==> src/osd_pkg.sv <==
package osd_pkg;
  localparam int CLK_MHZ = 125;
  localparam int DOT_NS = 250;
  localparam int HSTART_BASE_NS = 4250;
  localparam int DOT_CYC = (DOT_NS * CLK_MHZ) / 1000;
  localparam int HBASE_CYC = (HSTART_BASE_NS * CLK_MHZ) / 1000;
  localparam int VSTART_BASE_LINES = 17;
  localparam int CHAR_DOTS = 10;
  localparam int CHAR_LINES = 15;
  localparam int ROW_POSITIONS = 19;
  localparam logic [7:0] START_POS_ADDR = 8'h01;
  localparam logic [7:0] START_POS_RESET = 8'h00;
  localparam logic [3:0] CTRL_STEP = 4'hF;
  localparam int CW_HSIZE_HI = 14;
  localparam int CW_HSIZE_LO = 13;
  localparam int CW_VSIZE_HI = 12;
  localparam int CW_VSIZE_LO = 11;
  localparam int CW_HPOS_HI = 10;
  localparam int CW_HPOS_LO = 7;
  localparam int CW_VPOS_HI = 6;
  localparam int CW_VPOS_LO = 3;
  localparam int PAT_RIM_BIT = 15;
  localparam logic [1:0] TAG_CTRL = 2'h2;
  localparam logic [1:0] TAG_CR = 2'h1;
  localparam logic [1:0] TAG_CHAR = 2'h0;

  typedef struct packed {
    logic [1:0] hsize;
    logic [1:0] vsize;
    logic [3:0] hpos;
    logic [3:0] vpos;
    logic [2:0] color;
  } osd_ctrl_type;

  typedef struct packed {
    logic [1:0] tag;
    logic [6:0] code;
  } osd_item_type;

  typedef struct packed {
    logic r;
    logic g;
    logic b;
    logic blank;
  } osd_pix_type;

  typedef enum logic [2:0] {
    ST_IDLE = 3'b000,
    ST_VWAIT = 3'b001,
    ST_FETCH = 3'b010,
    ST_ROWWAIT = 3'b011,
    ST_HWAIT = 3'b100,
    ST_DRAW = 3'b101,
    ST_LINEEND = 3'b110
  } osd_state_type;

  // Control word fields
  function automatic osd_ctrl_type osd_decode(input logic [15:0] w);
    osd_ctrl_type c;
    c.hsize = w[CW_HSIZE_HI:CW_HSIZE_LO];
    c.vsize = w[CW_VSIZE_HI:CW_VSIZE_LO];
    c.hpos = w[CW_HPOS_HI:CW_HPOS_LO];
    c.vpos = w[CW_VPOS_HI:CW_VPOS_LO];
    c.color = w[2:0];
    return c;
  endfunction
endpackage

==> src/osd_engine.sv <==
`timescale 1ns/1ns
module osd_engine
  import osd_pkg::*;
(
  // Clock and reset
  input wire logic clk,
  input wire logic rst,
  // Sync inputs, active low
  input wire logic hsync_n,
  input wire logic vsync_n,
  // Control flags
  input wire logic osd_display_on_flag,
  input wire logic glyph_rom_bank_select,
  // Peripheral register port
  input wire logic [7:0] periph_addr,
  input wire logic periph_wr,
  input wire logic [7:0] periph_wdata,
  output logic [7:0] periph_rdata,
  // Video memory item stream
  output logic [6:0] vram_idx,
  input wire osd_item_type vram_item,
  // Glyph ROM
  output logic [10:0] rom_addr,
  input wire logic [15:0] rom_data,
  // Video pixel stream with ready input
  output logic pix_valid,
  input wire logic pix_ready,
  output osd_pix_type pix_out
);
  logic [7:0] start_pos_ff;
  osd_state_type state_ff;
  osd_ctrl_type ctrl_ff;
  logic [1:0] row_vsize_ff;
  logic hs_d_ff;
  logic vs_d_ff;
  logic [7:0] line_ff;
  logic [6:0] row_base_ff;
  logic [6:0] idx_ff;
  logic [6:0] row_top_ff;
  logic [7:0] row_line_ff;
  logic [5:0] char_sel_ff;
  logic [15:0] pat_ff;
  logic [15:0] hcnt_ff;
  logic [15:0] hgoal_ff;
  logic [3:0] dot_ff;
  logic [1:0] rep_ff;
  logic [7:0] dcyc_ff;
  logic [4:0] col_ff;
  logic first_row_ff;
  logic first_in_row_ff;
  logic pend_blank_ff;
  logic cr_seen_ff;
  logic [3:0] gline_ff;
  logic [1:0] gsub_ff;
  logic line_go_ff;
  logic screen_done_ff;
  logic [7:0] vstart_lines;
  logic hs_rise;
  logic vs_rise;
  logic buf_in_ready;
  logic dot_on;
  logic [15:0] rimmask;
  osd_pix_type pix_nxt;
  osd_ctrl_type cw;

  // Size multiplier 1..4 from a two-bit field
  function automatic logic [2:0] mult(input logic [1:0] s);
    return {1'b0, s} + 3'h1;
  endfunction

  assign hs_rise = hsync_n && !hs_d_ff;
  assign vs_rise = vsync_n && !vs_d_ff;
  assign vstart_lines = 8'(VSTART_BASE_LINES) + {4'h0, start_pos_ff[3:0]};
  // Control word at step F, top bit ignored
  assign cw = osd_decode({1'b0, rom_data[14:0]});

  always_ff @(posedge clk or posedge rst) begin
    if (rst) begin
      start_pos_ff <= START_POS_RESET;
    end else if (periph_wr && periph_addr == START_POS_ADDR) begin
      start_pos_ff <= periph_wdata;
    end
  end
  assign periph_rdata = (periph_addr == START_POS_ADDR) ? start_pos_ff : 8'h00;

  always_ff @(posedge clk or posedge rst) begin
    if (rst) begin
      hs_d_ff <= 1'b1;
      vs_d_ff <= 1'b1;
    end else begin
      hs_d_ff <= hsync_n;
      vs_d_ff <= vsync_n;
    end
  end

  // First hsync after vsync rise is line one
  always_ff @(posedge clk or posedge rst) begin
    if (rst) begin
      line_ff <= 8'h00;
    end else if (!vsync_n) begin
      line_ff <= 8'h00;
    end else if (hs_rise && line_ff != 8'hFF) begin
      line_ff <= line_ff + 8'h01;
    end
  end

  // Bank and select address the control step
  always_comb begin
    rom_addr = {glyph_rom_bank_select, char_sel_ff, gline_ff};
    if (state_ff == ST_FETCH) begin
      rom_addr = {glyph_rom_bank_select, vram_item.code[5:0], CTRL_STEP};
    end
  end
  assign vram_idx = idx_ff;

  // Rim bit widens the blanked area
  assign rimmask = pat_ff[PAT_RIM_BIT] ?
    ({6'h00, pat_ff[9:0]} | {7'h00, pat_ff[9:1]} | {6'h00, pat_ff[8:0], 1'b0}) : {6'h00, pat_ff[9:0]};
  assign dot_on = pat_ff[4'(CHAR_DOTS - 1) - dot_ff];

  always_comb begin
    pix_nxt.r = dot_on && ctrl_ff.color[2];
    pix_nxt.g = dot_on && ctrl_ff.color[1];
    pix_nxt.b = dot_on && ctrl_ff.color[0];
    pix_nxt.blank = pix_nxt.r || pix_nxt.g || pix_nxt.b;
    if (pat_ff[PAT_RIM_BIT]) begin
      pix_nxt.blank = rimmask[4'(CHAR_DOTS - 1) - dot_ff];
    end
    if (state_ff != ST_DRAW || pend_blank_ff) begin
      pix_nxt = '0;
    end
  end

  // Main sequencing
  always_ff @(posedge clk or posedge rst) begin
    if (rst) begin
      state_ff <= ST_IDLE;
      ctrl_ff <= '0;
      row_vsize_ff <= 2'h0;
      idx_ff <= 7'h00;
      row_base_ff <= 7'h00;
      row_top_ff <= 7'h00;
      row_line_ff <= 8'h00;
      char_sel_ff <= 6'h00;
      pat_ff <= 16'h0000;
      hcnt_ff <= 16'h0000;
      hgoal_ff <= 16'h0000;
      dot_ff <= 4'h0;
      rep_ff <= 2'h0;
      dcyc_ff <= 8'h00;
      col_ff <= 5'h00;
      first_row_ff <= 1'b1;
      first_in_row_ff <= 1'b1;
      pend_blank_ff <= 1'b0;
      cr_seen_ff <= 1'b0;
      gline_ff <= 4'h0;
      gsub_ff <= 2'h0;
      line_go_ff <= 1'b0;
      screen_done_ff <= 1'b0;
    end else if (!osd_display_on_flag || vs_rise) begin
      screen_done_ff <= 1'b0;
      state_ff <= osd_display_on_flag ? ST_VWAIT : ST_IDLE;
      idx_ff <= 7'h00;
      row_base_ff <= 7'h00;
      first_row_ff <= 1'b1;
      first_in_row_ff <= 1'b1;
      cr_seen_ff <= 1'b0;
    end else begin
      if (hs_rise) begin
        hcnt_ff <= 16'h0000;
      end else begin
        hcnt_ff <= hcnt_ff + 16'h0001;
      end
      unique case (state_ff)
        ST_IDLE: begin
          if (!screen_done_ff) begin
            state_ff <= ST_VWAIT;
          end
        end
        ST_VWAIT: begin
          if (line_ff >= vstart_lines) begin
            state_ff <= ST_FETCH;
            row_line_ff <= 8'h00;
            row_top_ff <= 7'h00;
            line_go_ff <= 1'b1;
            gline_ff <= 4'h0;
            gsub_ff <= 2'h0;
          end
        end
        ST_FETCH: begin
          idx_ff <= idx_ff + 7'h01;
          if (vram_item.tag == TAG_CTRL) begin
            ctrl_ff <= cw;
            // Select comes only from video memory
            pend_blank_ff <= 1'b1;
            if (first_in_row_ff) begin
              row_vsize_ff <= cw.vsize;
              row_top_ff <= 7'(cw.vpos * mult(cw.vsize) * CHAR_LINES);
              col_ff <= {1'b0, cw.hpos};
            end else begin
              col_ff <= col_ff + {1'b0, cw.hpos};
            end
            first_in_row_ff <= 1'b0;
          end else if (vram_item.tag == TAG_CR) begin
            cr_seen_ff <= 1'b1;
            state_ff <= ST_LINEEND;
            if (cr_seen_ff && first_in_row_ff) begin
              state_ff <= ST_IDLE;
              screen_done_ff <= 1'b1;
            end
          end else begin
            cr_seen_ff <= 1'b0;
            char_sel_ff <= vram_item.code[5:0];
            state_ff <= ST_ROWWAIT;
          end
        end
        ST_ROWWAIT: begin
          if (line_go_ff && row_line_ff >= {1'b0, row_top_ff}) begin
            line_go_ff <= 1'b0;
            // Start delay plus one dot per step
            hgoal_ff <= 16'(HBASE_CYC) + 16'(DOT_CYC) * {12'h000, start_pos_ff[7:4]}
              + 16'(DOT_CYC * CHAR_DOTS) * {8'h00, col_ff[4:0]} * {13'h0000, mult(ctrl_ff.hsize)};
            state_ff <= ST_HWAIT;
          end else if (hs_rise) begin
            row_line_ff <= row_line_ff + 8'h01;
            line_go_ff <= 1'b1;
          end
        end
        ST_HWAIT: begin
          pat_ff <= rom_data;
          if (hcnt_ff >= hgoal_ff) begin
            state_ff <= ST_DRAW;
            dot_ff <= 4'h0;
            rep_ff <= 2'h0;
            dcyc_ff <= 8'h00;
            pend_blank_ff <= 1'b0;
          end
        end
        ST_DRAW: begin
          if (buf_in_ready) begin
            dcyc_ff <= dcyc_ff + 8'h01;
            if (dcyc_ff == 8'(DOT_CYC - 1)) begin
              dcyc_ff <= 8'h00;
              rep_ff <= rep_ff + 2'h1;
              if (rep_ff == ctrl_ff.hsize) begin
                rep_ff <= 2'h0;
                dot_ff <= dot_ff + 4'h1;
                if (dot_ff == 4'(CHAR_DOTS - 1)) begin
                  col_ff <= (col_ff < 5'(ROW_POSITIONS - 1)) ? col_ff + 5'h01 : col_ff;
                  state_ff <= ST_FETCH;
                end
              end
            end
          end
        end
        ST_LINEEND: begin
          if (hs_rise) begin
            row_line_ff <= row_line_ff + 8'h01;
            line_go_ff <= 1'b1;
            if (row_line_ff + 8'h01 >= {1'b0, row_top_ff} + 8'(mult(row_vsize_ff) * CHAR_LINES)) begin
              row_base_ff <= idx_ff;
              first_in_row_ff <= 1'b1;
              row_line_ff <= 8'h00;
              first_row_ff <= 1'b0;
              gline_ff <= 4'h0;
              gsub_ff <= 2'h0;
            end else begin
              idx_ff <= row_base_ff;
              first_in_row_ff <= 1'b1;
              if (gsub_ff == row_vsize_ff) begin
                gsub_ff <= 2'h0;
                gline_ff <= gline_ff + 4'h1;
              end else begin
                gsub_ff <= gsub_ff + 2'h1;
              end
            end
            state_ff <= ST_FETCH;
          end
        end
        default: begin
          state_ff <= ST_IDLE;
        end
      endcase
    end
  end

  osd_pix_buf u_buf (
    .clk(clk),
    .rst(rst),
    .in_valid(state_ff == ST_DRAW),
    .in_ready(buf_in_ready),
    .in_data(pix_nxt),
    .out_valid(pix_valid),
    .out_ready(pix_ready),
    .out_data(pix_out)
  );
endmodule

==> src/osd_pix_buf.sv <==
`timescale 1ns/1ns
module osd_pix_buf
  import osd_pkg::*;
(
  // Clock and reset
  input wire logic clk,
  input wire logic rst,
  // Filling side
  input wire logic in_valid,
  output logic in_ready,
  input wire osd_pix_type in_data,
  // Draining side
  output logic out_valid,
  input wire logic out_ready,
  output osd_pix_type out_data
);
  osd_pix_type mem_ff [2];
  logic wr_ptr_ff;
  logic rd_ptr_ff;
  logic [1:0] cnt_ff;
  logic do_wr;
  logic do_rd;

  assign in_ready = (cnt_ff != 2'h2);
  assign out_valid = (cnt_ff != 2'h0);
  assign do_wr = in_valid && in_ready;
  assign do_rd = out_valid && out_ready;
  assign out_data = mem_ff[rd_ptr_ff];

  always_ff @(posedge clk or posedge rst) begin
    if (rst) begin
      mem_ff[0] <= '0;
      mem_ff[1] <= '0;
    end else if (do_wr) begin
      mem_ff[wr_ptr_ff] <= in_data;
    end
  end

  always_ff @(posedge clk or posedge rst) begin
    if (rst) begin
      wr_ptr_ff <= 1'b0;
      rd_ptr_ff <= 1'b0;
      cnt_ff <= 2'h0;
    end else begin
      if (do_wr) begin
        wr_ptr_ff <= ~wr_ptr_ff;
      end
      if (do_rd) begin
        rd_ptr_ff <= ~rd_ptr_ff;
      end
      cnt_ff <= cnt_ff + {1'b0, do_wr} - {1'b0, do_rd};
    end
  end
endmodule

==> config.mk <==
export PLATFORM = sky130hd
export DESIGN_NAME = osd_engine
export DESIGN_NICKNAME = d
export VERILOG_FILES = /design/src/osd_pkg.sv /design/src/osd_engine.sv /design/src/osd_pix_buf.sv
export SDC_FILE = /design/constraint.sdc
export NUM_CORES = 1
export LEC_CHECK = 0
export BUFFER_PORTS_ARGS = -buffer_cell sky130_fd_sc_hd__buf_2
export CAP_MARGIN = 20
export CELL_PAD_IN_SITES_DETAIL_PLACEMENT = 2
export CELL_PAD_IN_SITES_GLOBAL_PLACEMENT = 2
export CORE_ASPECT_RATIO = 2
export CORE_MARGIN = 8
export CORE_UTILIZATION = 33
export DETAILED_ROUTE_END_ITERATION = 10
export MAX_ROUTING_LAYER = met4
export PLACE_DENSITY_LB_ADDON = 0.25
export SLEW_MARGIN = 20
export SYNTH_ARGS = -nofsm -noshare
export SYNTH_HDL_FRONTEND = slang
export SYNTH_SLANG_ARGS = --single-unit
export TNS_END_PERCENT = 5
==> constraint.sdc <==
create_clock -name clk -period 6.1 [get_ports clk]
set_input_delay 0.61 -clock clk [delete_from_list [all_inputs] [get_ports clk]]
set_output_delay 0.61 -clock clk [all_outputs]
set_load 0.02 [all_outputs]
==> results of run 1 <==
-- final cells by class --
cell class	count	area (um^2)
repair buffers	113	671
clock buffers	21	460
flip-flops and latches	153	3830
well taps	463	579
inverters	119	452
multi-input cells	1068	8310
clock inverters	10	120
fillers	4212	23200
-- metal layers --
metal	vias up	global-route usage [%]
met5	-	-
li1	4963	-
met2	97	32.6
met4	0	5.07
met3	37	2.24
met1	5358	19.2
-- placed cells by master (no fill, tap or decap), types with 5 or more instances in the layout --
cell type,synthesis,final
ha_1,145,132
nor2b_1,15,15
ha_4,0,12
or2_2,10,10
a22o_1,11,11
o211ai_1,11,11
buf_4,2,36
nor2_1,63,62
xor2_1,29,28
a21oi_1,71,66
fa_1,41,40
a31oi_1,10,8
nand2_1,185,185
clkbuf_16,0,17
o21ai_0,87,85
a21o_1,24,24
and3_1,12,12
nand2b_1,31,31
o21ai_1,19,19
xnor2_1,44,41
a21oi_2,2,6
mux2_2,35,35
o31ai_1,7,7
nand4_1,22,22
o22ai_1,10,10
inv_1,117,115
o21a_1,8,8
buf_2,14,76
mux2i_1,9,9
nor3_1,18,18
nand3_1,29,29
and2_1,30,30
a211oi_2,2,5
o2bb2ai_1,8,8
dfrtp_1,150,150
-- sequential cells by signal, summed over array words and instances (netlist names), 2 cells and up --
signal,count
hcnt_ff,16
dcyc_ff,8
row_top_ff,7
u_buf.cnt_ff,2
hgoal_ff,16
gline_ff,4
start_pos_ff,8
col_ff,5
char_sel_ff,6
state_ff,3
pat_ff,16
u_buf.mem_ff,8
ctrl_ff,5
row_base_ff,7
dot_ff,4
gsub_ff,2
line_ff,8
row_line_ff,8
row_vsize_ff,2
rep_ff,2
vram_idx,7
-- critical path: stages (launching register included) --
cell and delay [ns]:
dfrtp_1 0.41, buf_4 0.16, ha_4 0.28, fa_2 0.47
ha_4 0.30, nand2b_1 0.07, fa_1 0.49, inv_1 0.07
fa_1 0.48, fa_1 0.61, ha_4 0.22, fa_1 0.49
ha_1 0.31, nor2b_1 0.15, o21ai_2 0.19, a21boi_2 0.09
o211ai_1 0.30, buf_4 0.18, nand2b_1 0.08, a21oi_2 0.18
xnor2_1 0.08, mux2_2 0.26
-- cells by family after synthesis --
logic type	after synthesis	share of synthesized area [%]
adder cells (fa/ha/maj)	186	21.1
flip-flops	153	30.7
AO/OA/AOI/OAI	310	15.6
XOR/XNOR	73	5.12
AND/OR/NAND/NOR	449	17.7
multiplexers	50	4.78
buffers and inverters	157	4.98
-- per-stage QoR --
step | setup slack (ns) | utilization [%]
CTS | 0.0242 | 37.8
global route | -0.0379 | 38.3
global placement | 0.0225 | 36.0
finish | 0.109 | 38.3
detailed placement | -0.201 | 36.0
floorplan | 0.155 | -
-- final timing paths --
path / endpoint / cells past startpoint
setup reg to reg: hgoal_ff[10] / 21
hold reg to reg: hgoal_ff[8] / 2
max in group asynchronous: u_buf.mem_ff[6] / 3
min in group clk: hs_d_ff / 1
hold / removal: line_ff[6] / 2
setup / recovery: hgoal_ff[10] / 21
-- repair_timing --
action                                  4_1_cts  5_1_grt
pin swaps                                     5       15
hold buffers                                  0        0
setup buffers                                 1        3
gates resized for setup                      19       22
endpoints found under the setup margin        5        6
==> results.py, run 1 <==
metrics = {
    "worst_setup_path": {
        "critical_path.max_fanout": 3,
        "startpoint_type": "flop",
        "crit_arrival_ns": 6.32,
        "reg2reg_from": "col_ff[3]",
        "crit_required_ns": 6.43,
        "startpoint": "col_ff[3]",
        "crit_type": "flop to flop",
        "cp-end-kind": "flop",
        "rrSetupSlack_ns": 0.11,
    },
    "global_routing": {
        "grt_overflow": 0,
        "grt_usage_pct": 17.6,
        "grt_first_pass_wirelength_um": 62500,
        "grt_pass1_vias": 11952,
        "antenna_found_initial": 0,
        "grt_max_degree": 113,
    },
    "die": {
        "core_area_um2": 37700,
        "start_util_pct": 33.2,
        "die_w_um": 154,
        "io_pins": 80,
        "dieArea_um2": 44700,
        "die_h_um": 291,
        "num_rows": 101,
    },
    "logic_synthesis": {
        "synth_common_cells": "nand2_1 (185), dfrtp_1 (150), ha_1 (145), inv_1 (117), o21ai_0 (87)",
        "postSynthCellCount": 1378,
        "synth.ff_latch_count": 153,
        "yosysTopAreaCell": "dfrtp_1",
        "synth_edf_count": 0,
        "netlist_top_cells_area": "dfrtp_1 (30%), ha_1 (15%), fa_1 (6.6%), nand2_1 (5.6%), inv_1 (3.5%)",
        "synth_area_um2": 12500,
        "postSynthAreaPerCell_um2": 9.07,
        "yosysMostFrequentCell": "nand2_1",
        "yosysWarningCount": 0,
        "synth_top_area_share_pct": 30.0,
        "synth_fp_nets": 1613,
        "async_reset_ff_share_pct": 100,
        "synth_flop_cell": "dfrtp_1",
        "synth.distinct_cells": 83,
        "ys_seq_area_share_pct": 30.7,
    },
    "clock_tree": {
        "cts.sinks": 153,
        "cts_buffer_depth": 2,
        "htreeDepth": 4,
        "clkTransAtPathRegs_ns": 0.07,
        "insertion_delay_ns": 0.45,
        "cts_tree": "done",
        "numCtsBuffers": 17,
        "cts_root_buf": "clkbuf_16",
    },
    "placed_design": {
        "placed_cells": 1912,
        "postPlaceCellArea_um2": 13500,
        "hpwl_um": 29200,
        "gp_congestion": 0.796,
        "port-buffer-count": 76,
    },
    "route": {
        "wl_um": 37400,
        "wl_per_cell_um": 19.2,
        "wl_met2_um": 20600,
        "m1WireLength_um": 15500,
        "first_iter_violations": 255,
        "dr.max_layer_used": "met4",
        "vias": 10455,
        "ant_nets": 0,
        "post_drt_via_cell_ratio": 5.37,
        "routed-wl-met3_um": 623,
        "first_pass_iters": 4,
        "drcViolationCount": 0,
    },
    "layout": {
        "drive_gt1_share_pct": 16.9,
        "fin_nets": 1707,
        "stdcell_count": 1947,
        "design_area_um2": 14400,
        "area_delta_synth_final_pct": 15.5,
        "num_antenna_cells": 0,
    },
    "timing": {
        "finClkSkew_ns": 0.0136,
        "worst_pin_slew_ns": 0.833,
        "worst_hold_slack_ns": 0.165,
        "max-slew-margin-rel_pct": 44.3,
        "final.setup.tns_ns": 0,
        "min_period_ns": 5.99,
        "hold_viol": 0,
        "slew_violations": 0,
        "finalCritPeriodShare_pct": 98.2,
        "setup_viol": 0,
        "max_freq_ghz": 0.167,
    },
    "run_status": {
        "status": "completed",
    },
    "flow_run": {
        "max-cap-violations": 0,
    },
    "worst_hold_path": {
        "hold_path.class": "input pin to asynchronous set/reset pin",
    },
}
Power of run 1 is left out: the tool's default activity adds up to more than one toggle a clock period on the data nets, which glitch-free logic cannot reach.
==> inputs of run 2 (changes only) <==
==> constraint.sdc (replaced) <==
create_clock -name clk -period 6.1 [get_ports clk]
set_input_delay 0.305 -clock clk [delete_from_list [all_inputs] [get_ports clk]]
set_output_delay 0.305 -clock clk [all_outputs]
set_load 0.02 [all_outputs]
==> results.py, run 2 (synthesis gave the netlist of run 1 again) <==
metrics = {
    "layout": {
        "drive_gt1_share_pct": 16.5,
        "largest_registers": "hcnt_ff: 16 flops, hgoal_ff: 16 flops, pat_ff: 16 flops",
        "fin_nets": 1705,
        "area_delta_synth_final_pct": 14.7,
        "num_antenna_cells": 0,
        "mostFrequentLayoutCell": "nand2_1",
        "design_area_um2": 14300,
        "n_fill_cell": 4185,
        "final_cell_mix": "nand2_1 (185), dfrtp_1 (150), ha_1 (135), inv_1 (115), o21ai_0 (84)",
    },
    "worst_setup_path": {
        "startpoint_type": "flop",
        "crit_type": "flop to flop",
        "crit_arrival_ns": 6.22,
        "cp-end-kind": "flop",
        "crit_required_ns": 6.42,
        "critical_path.max_fanout": 3,
    },
    "die": {
        "core_area_um2": 37700,
        "io_pins": 80,
        "die_w_um": 154,
        "dieArea_um2": 44700,
        "start_util_pct": 33.2,
        "num_rows": 101,
        "die_h_um": 291,
    },
    "flow_run": {
        "max-cap-violations": 0,
    },
    "route": {
        "ant_nets": 0,
        "first_pass_iters": 4,
        "first_iter_violations": 268,
        "vias": 10372,
        "wl_um": 37200,
        "wl_per_cell_um": 19.1,
        "post_drt_via_cell_ratio": 5.33,
        "drcViolationCount": 0,
    },
    "global_routing": {
        "grt_overflow": 0,
        "grt_first_pass_wirelength_um": 62200,
        "antenna_found_initial": 0,
        "grt_usage_pct": 17.5,
        "grt_max_degree": 84,
        "grt_pass1_vias": 12012,
    },
    "clock_tree": {
        "cts.sinks": 153,
        "insertion_delay_ns": 0.45,
        "clkTransAtPathRegs_ns": 0.07,
        "cts_tree": "done",
        "numCtsBuffers": 17,
        "cts_buffer_depth": 2,
        "htreeDepth": 4,
        "cts_root_buf": "clkbuf_16",
    },
    "placed_design": {
        "hpwl_um": 29400,
        "postPlaceCellArea_um2": 13500,
        "gp_congestion": 0.797,
        "port-buffer-count": 76,
    },
    "timing": {
        "slew_violations": 0,
        "finalCritPeriodShare_pct": 96.7,
        "max_freq_ghz": 0.170,
        "worst_pin_slew_ns": 0.942,
        "hold_viol": 0,
        "setup_viol": 0,
        "min_period_ns": 5.90,
        "max-slew-margin-rel_pct": 37.2,
        "finClkSkew_ns": 0.0179,
    },
    "run_status": {
        "status": "completed",
    },
    "worst_hold_path": {
        "hold_path.class": "input pin to asynchronous set/reset pin",
    },
}
-- run 2: changes by cell type in the layout (fill, tap and decap cells not counted), sizes merged --
cell         change
clkinvlp         +1
clkbuf           -2
bufinv           -2
buf              -3
inv              +5
dlygate4sd3      +1
clkinv           -1
-- run 2: layout make-up --
cell class | instances | area, um^2 | area share (%)
inverters | 119 | 452 | 3.15
well taps | 463 | 579 | 4.04
multi-input cells | 1068 | 8270 | 57.7
clock inverters | 13 | 109 | 0.760
repair buffers | 111 | 646 | 4.51
flip-flops and latches | 153 | 3830 | 26.8
clock buffers | 19 | 443 | 3.09
-- run 2: what timing repair did --
| item | in CTS | in global routing |
|---|---|---|
| gates resized for setup | 12 | 23 |
| pin swaps | 5 | 9 |
| hold buffers | 1 | 0 |
| endpoints found under the hold margin | 1 | 0 |
| setup endpoints to repair | 5 | 6 |
| buffers inserted | 0 | 3 |
-- run 2: critical path, stage by stage (launching register included) --
cell and delay (ns):
dfrtp_1 0.40, buf_4 0.16, ha_4 0.28, fa_2 0.47, ha_4 0.29, nand2b_1 0.06, fa_1 0.48, inv_1 0.07
fa_1 0.57, fa_1 0.42, ha_1 0.33, fa_1 0.48, ha_1 0.31, nor2b_1 0.14, o21ai_2 0.15, a21boi_2 0.08
o211ai_1 0.29, buf_4 0.18, nand2b_1 0.06, a21oi_2 0.17, xnor2_1 0.09, mux2_2 0.27
-- run 2: final timing paths --
| kind | slack, ns | cells past startpoint | startpoint | end |
|---|---|---|---|---|
| worst max-delay path | 0.20 | 21 | col_ff[3] | hgoal_ff[10] |
| worst min-delay path | 0.03 | 2 | rst | line_ff[5] |
| worst max register to register | 0.20 | 21 | col_ff[3] | hgoal_ff[10] |
| worst min register to register | 0.48 | 2 | pat_ff[13] | pat_ff[13] |
| max in group asynchronous | 4.60 | 3 | rst | col_ff[2] |
| min in group clk | 0.03 | 1 | vsync_n | vs_d_ff |
-- run 2: metrics by stage --
step / utilization (%) / worst slack, ns / setup TNS, ns / std cells / hold WS [ns]
after floorplan: - / 0.155 / 0 / 1378 / 0.309
after global placement: 35.9 / 0.0360 / 0 / 1910 / 0.431
after detailed placement: 35.9 / -0.181 / -0.484 / 1910 / 0.437
after CTS: 37.6 / 0.00885 / 0 / 1943 / 0.0199
after global routing: 38.0 / -0.0442 / -0.101 / 1946 / 0.0339
final: 38.0 / 0.203 / 0 / 1946 / 0.0256
-- run 2: metal layers --
metal,share of wire (%),up-vias,GRT usage [%]
met4,1.7,0,5.31
met2,55,94,32.4
met1,41,5285,19.2
li1,-,4962,-
met5,0,-,-
met3,1.8,31,2.15
Power of run 2 is left out for the same reason.
==> inputs of run 3 (changes only) <==
PLACE_DENSITY = 0.76   (was not set)
PLACE_DENSITY_LB_ADDON = not set   (was 0.25)
==> results.py, run 3 (synthesis gave the netlist of run 1 again) <==
metrics = {
    "run_status": {
        "status": "completed",
    },
    "global_routing": {
        "grt_pass1_vias": 12176,
        "grt_usage_pct": 17.6,
        "globalRouteMet1Util_pct": 18.9,
        "antenna_found_initial": 0,
        "grt_max_degree": 103,
        "grtUsageMet3_pct": 2.60,
        "grt_overflow": 0,
        "grt_most_used_layer": "met2",
        "grt_first_pass_wirelength_um": 62400,
        "globalRouteMet2Util_pct": 32.2,
    },
    "placed_design": {
        "port-buffer-count": 76,
        "gp_congestion": 0.816,
        "place_ws_ns": -0.293,
        "postPlaceCellArea_um2": 13500,
        "hpwl_um": 29500,
    },
    "die": {
        "die_w_um": 154,
        "start_util_pct": 33.2,
        "num_rows": 101,
        "io_pins": 80,
        "core_area_um2": 37700,
        "die_h_um": 291,
        "dieArea_um2": 44700,
    },
    "worst_hold_path": {
        "hp-start": "vsync_n",
        "hold_path.class": "input pin to flop",
    },
    "worst_setup_path": {
        "cpPeakStageDelay_ns": 0.56,
        "critical_path.max_fanout": 4,
        "startpoint": "col_ff[2]",
        "crit_arrival_ns": 6.21,
        "cp-end-kind": "flop",
        "crit_path_frequent_cell": "fa_1",
        "cp_top_family": "adder cells",
        "crit_buf_inv": 3,
        "crit_required_ns": 6.43,
        "crit_type": "flop to flop",
        "crit_chain": "buf_4 > ha_1 > fa_2 > ha_4 > nand2b_1 > fa_1 > inv_1 > fa_1 > fa_1 > ha_1 > fa_1 > ha_1 > nor2b_1 > o21ai_2 > a21boi_2 > o211ai_1 > buf_4 > nand2b_1 > a21oi_2 > xnor2_1 > mux2_2",
        "reg2reg_from": "col_ff[2]",
        "crit_slowest_cell": "fa_1",
        "startpoint_type": "flop",
    },
    "clock_tree": {
        "cts_buffer_depth": 2,
        "cts_tree": "done",
        "insertion_delay_ns": 0.45,
        "numCtsBuffers": 17,
        "cts.sinks": 153,
        "cts_root_buf": "clkbuf_16",
        "htreeDepth": 4,
        "clkTransAtPathRegs_ns": 0.07,
    },
    "layout": {
        "post-route-util_pct": 38.2,
        "area_delta_synth_final_pct": 15.3,
        "num_antenna_cells": 0,
        "fin_nets": 1708,
        "mostFrequentLayoutCell": "nand2_1",
        "drive_gt1_share_pct": 16.4,
        "final_cell_mix": "nand2_1 (185), dfrtp_1 (149), ha_1 (135), inv_1 (115), o21ai_0 (85)",
        "largest_registers": "hcnt_ff: 16 flops, hgoal_ff: 16 flops, pat_ff: 16 flops",
        "design_area_um2": 14400,
    },
    "route": {
        "post_drt_via_cell_ratio": 5.43,
        "wl_um": 37600,
        "ant_nets": 0,
        "wl_per_cell_um": 19.3,
        "first_pass_iters": 4,
        "first_iter_violations": 329,
        "drcViolationCount": 0,
        "vias": 10574,
    },
    "timing": {
        "final.setup.tns_ns": 0,
        "max-slew-margin-rel_pct": 42.0,
        "max_freq_ghz": 0.170,
        "setup_viol": 0,
        "finClkSkew_ns": 0.0154,
        "min_period_ns": 5.88,
        "hold_viol": 0,
        "finalCritPeriodShare_pct": 96.4,
        "worst_pin_slew_ns": 0.870,
        "slew_violations": 0,
        "finalWorstSetupSlack_ns": 0.219,
    },
    "flow_run": {
        "max-cap-violations": 0,
    },
}
-- run 3: changes by cell type in the layout (fill, tap and decap cells not counted), sizes merged --
| cell | change |
|---|---|
| dlygate4sd3 | +1 |
| bufinv | +1 |
| inv | -3 |
| buf | +2 |
| clkbuf | +1 |
-- run 3: per-layer routing --
layer	up-vias	share of wire, %	wire length, um
met5	-	0	0
met3	55	2.2	829
met4	0	2.6	963
li1	4979	-	-
met2	119	55	20600
met1	5421	41	15300
-- run 3: final cells by class --
class	instances	area [um^2]
clock buffers	20	457
clock inverters	11	114
fillers	4183	23300
inverters	119	452
multi-input cells	1068	8270
flip-flops and latches	153	3830
well taps	463	579
repair buffers	114	694
-- run 3: worst paths after layout --
path,cells after the start,slack [ns],endpoint
max in group asynchronous,5,4.27,pat_ff[5]
worst min-delay path,1,0.03,vs_d_ff
worst max register to register,21,0.22,hgoal_ff[10]
worst max-delay path,21,0.22,hgoal_ff[10]
min in group asynchronous,3,0.39,line_ff[0]
worst min register to register,2,0.48,pat_ff[13]
-- run 3: stage by stage --
stage | hold WS (ns) | cells
floorplan | 0.309 | 1378
global placement | 0.431 | 1909
detailed placement | 0.432 | 1909
CTS | 0.0107 | 1943
global route | 0.0333 | 1948
finish | 0.0333 | 1948
-- run 3: repair_timing --
action / in CTS / in global routing
setup endpoints to repair: 6 / 6
hold endpoints to repair: 1 / 34
gates resized for setup: 11 / 24
setup buffers: 2 / 3
pin swaps: 9 / 18
hold buffers: 1 / 1
Power of run 3 is left out for the same reason.
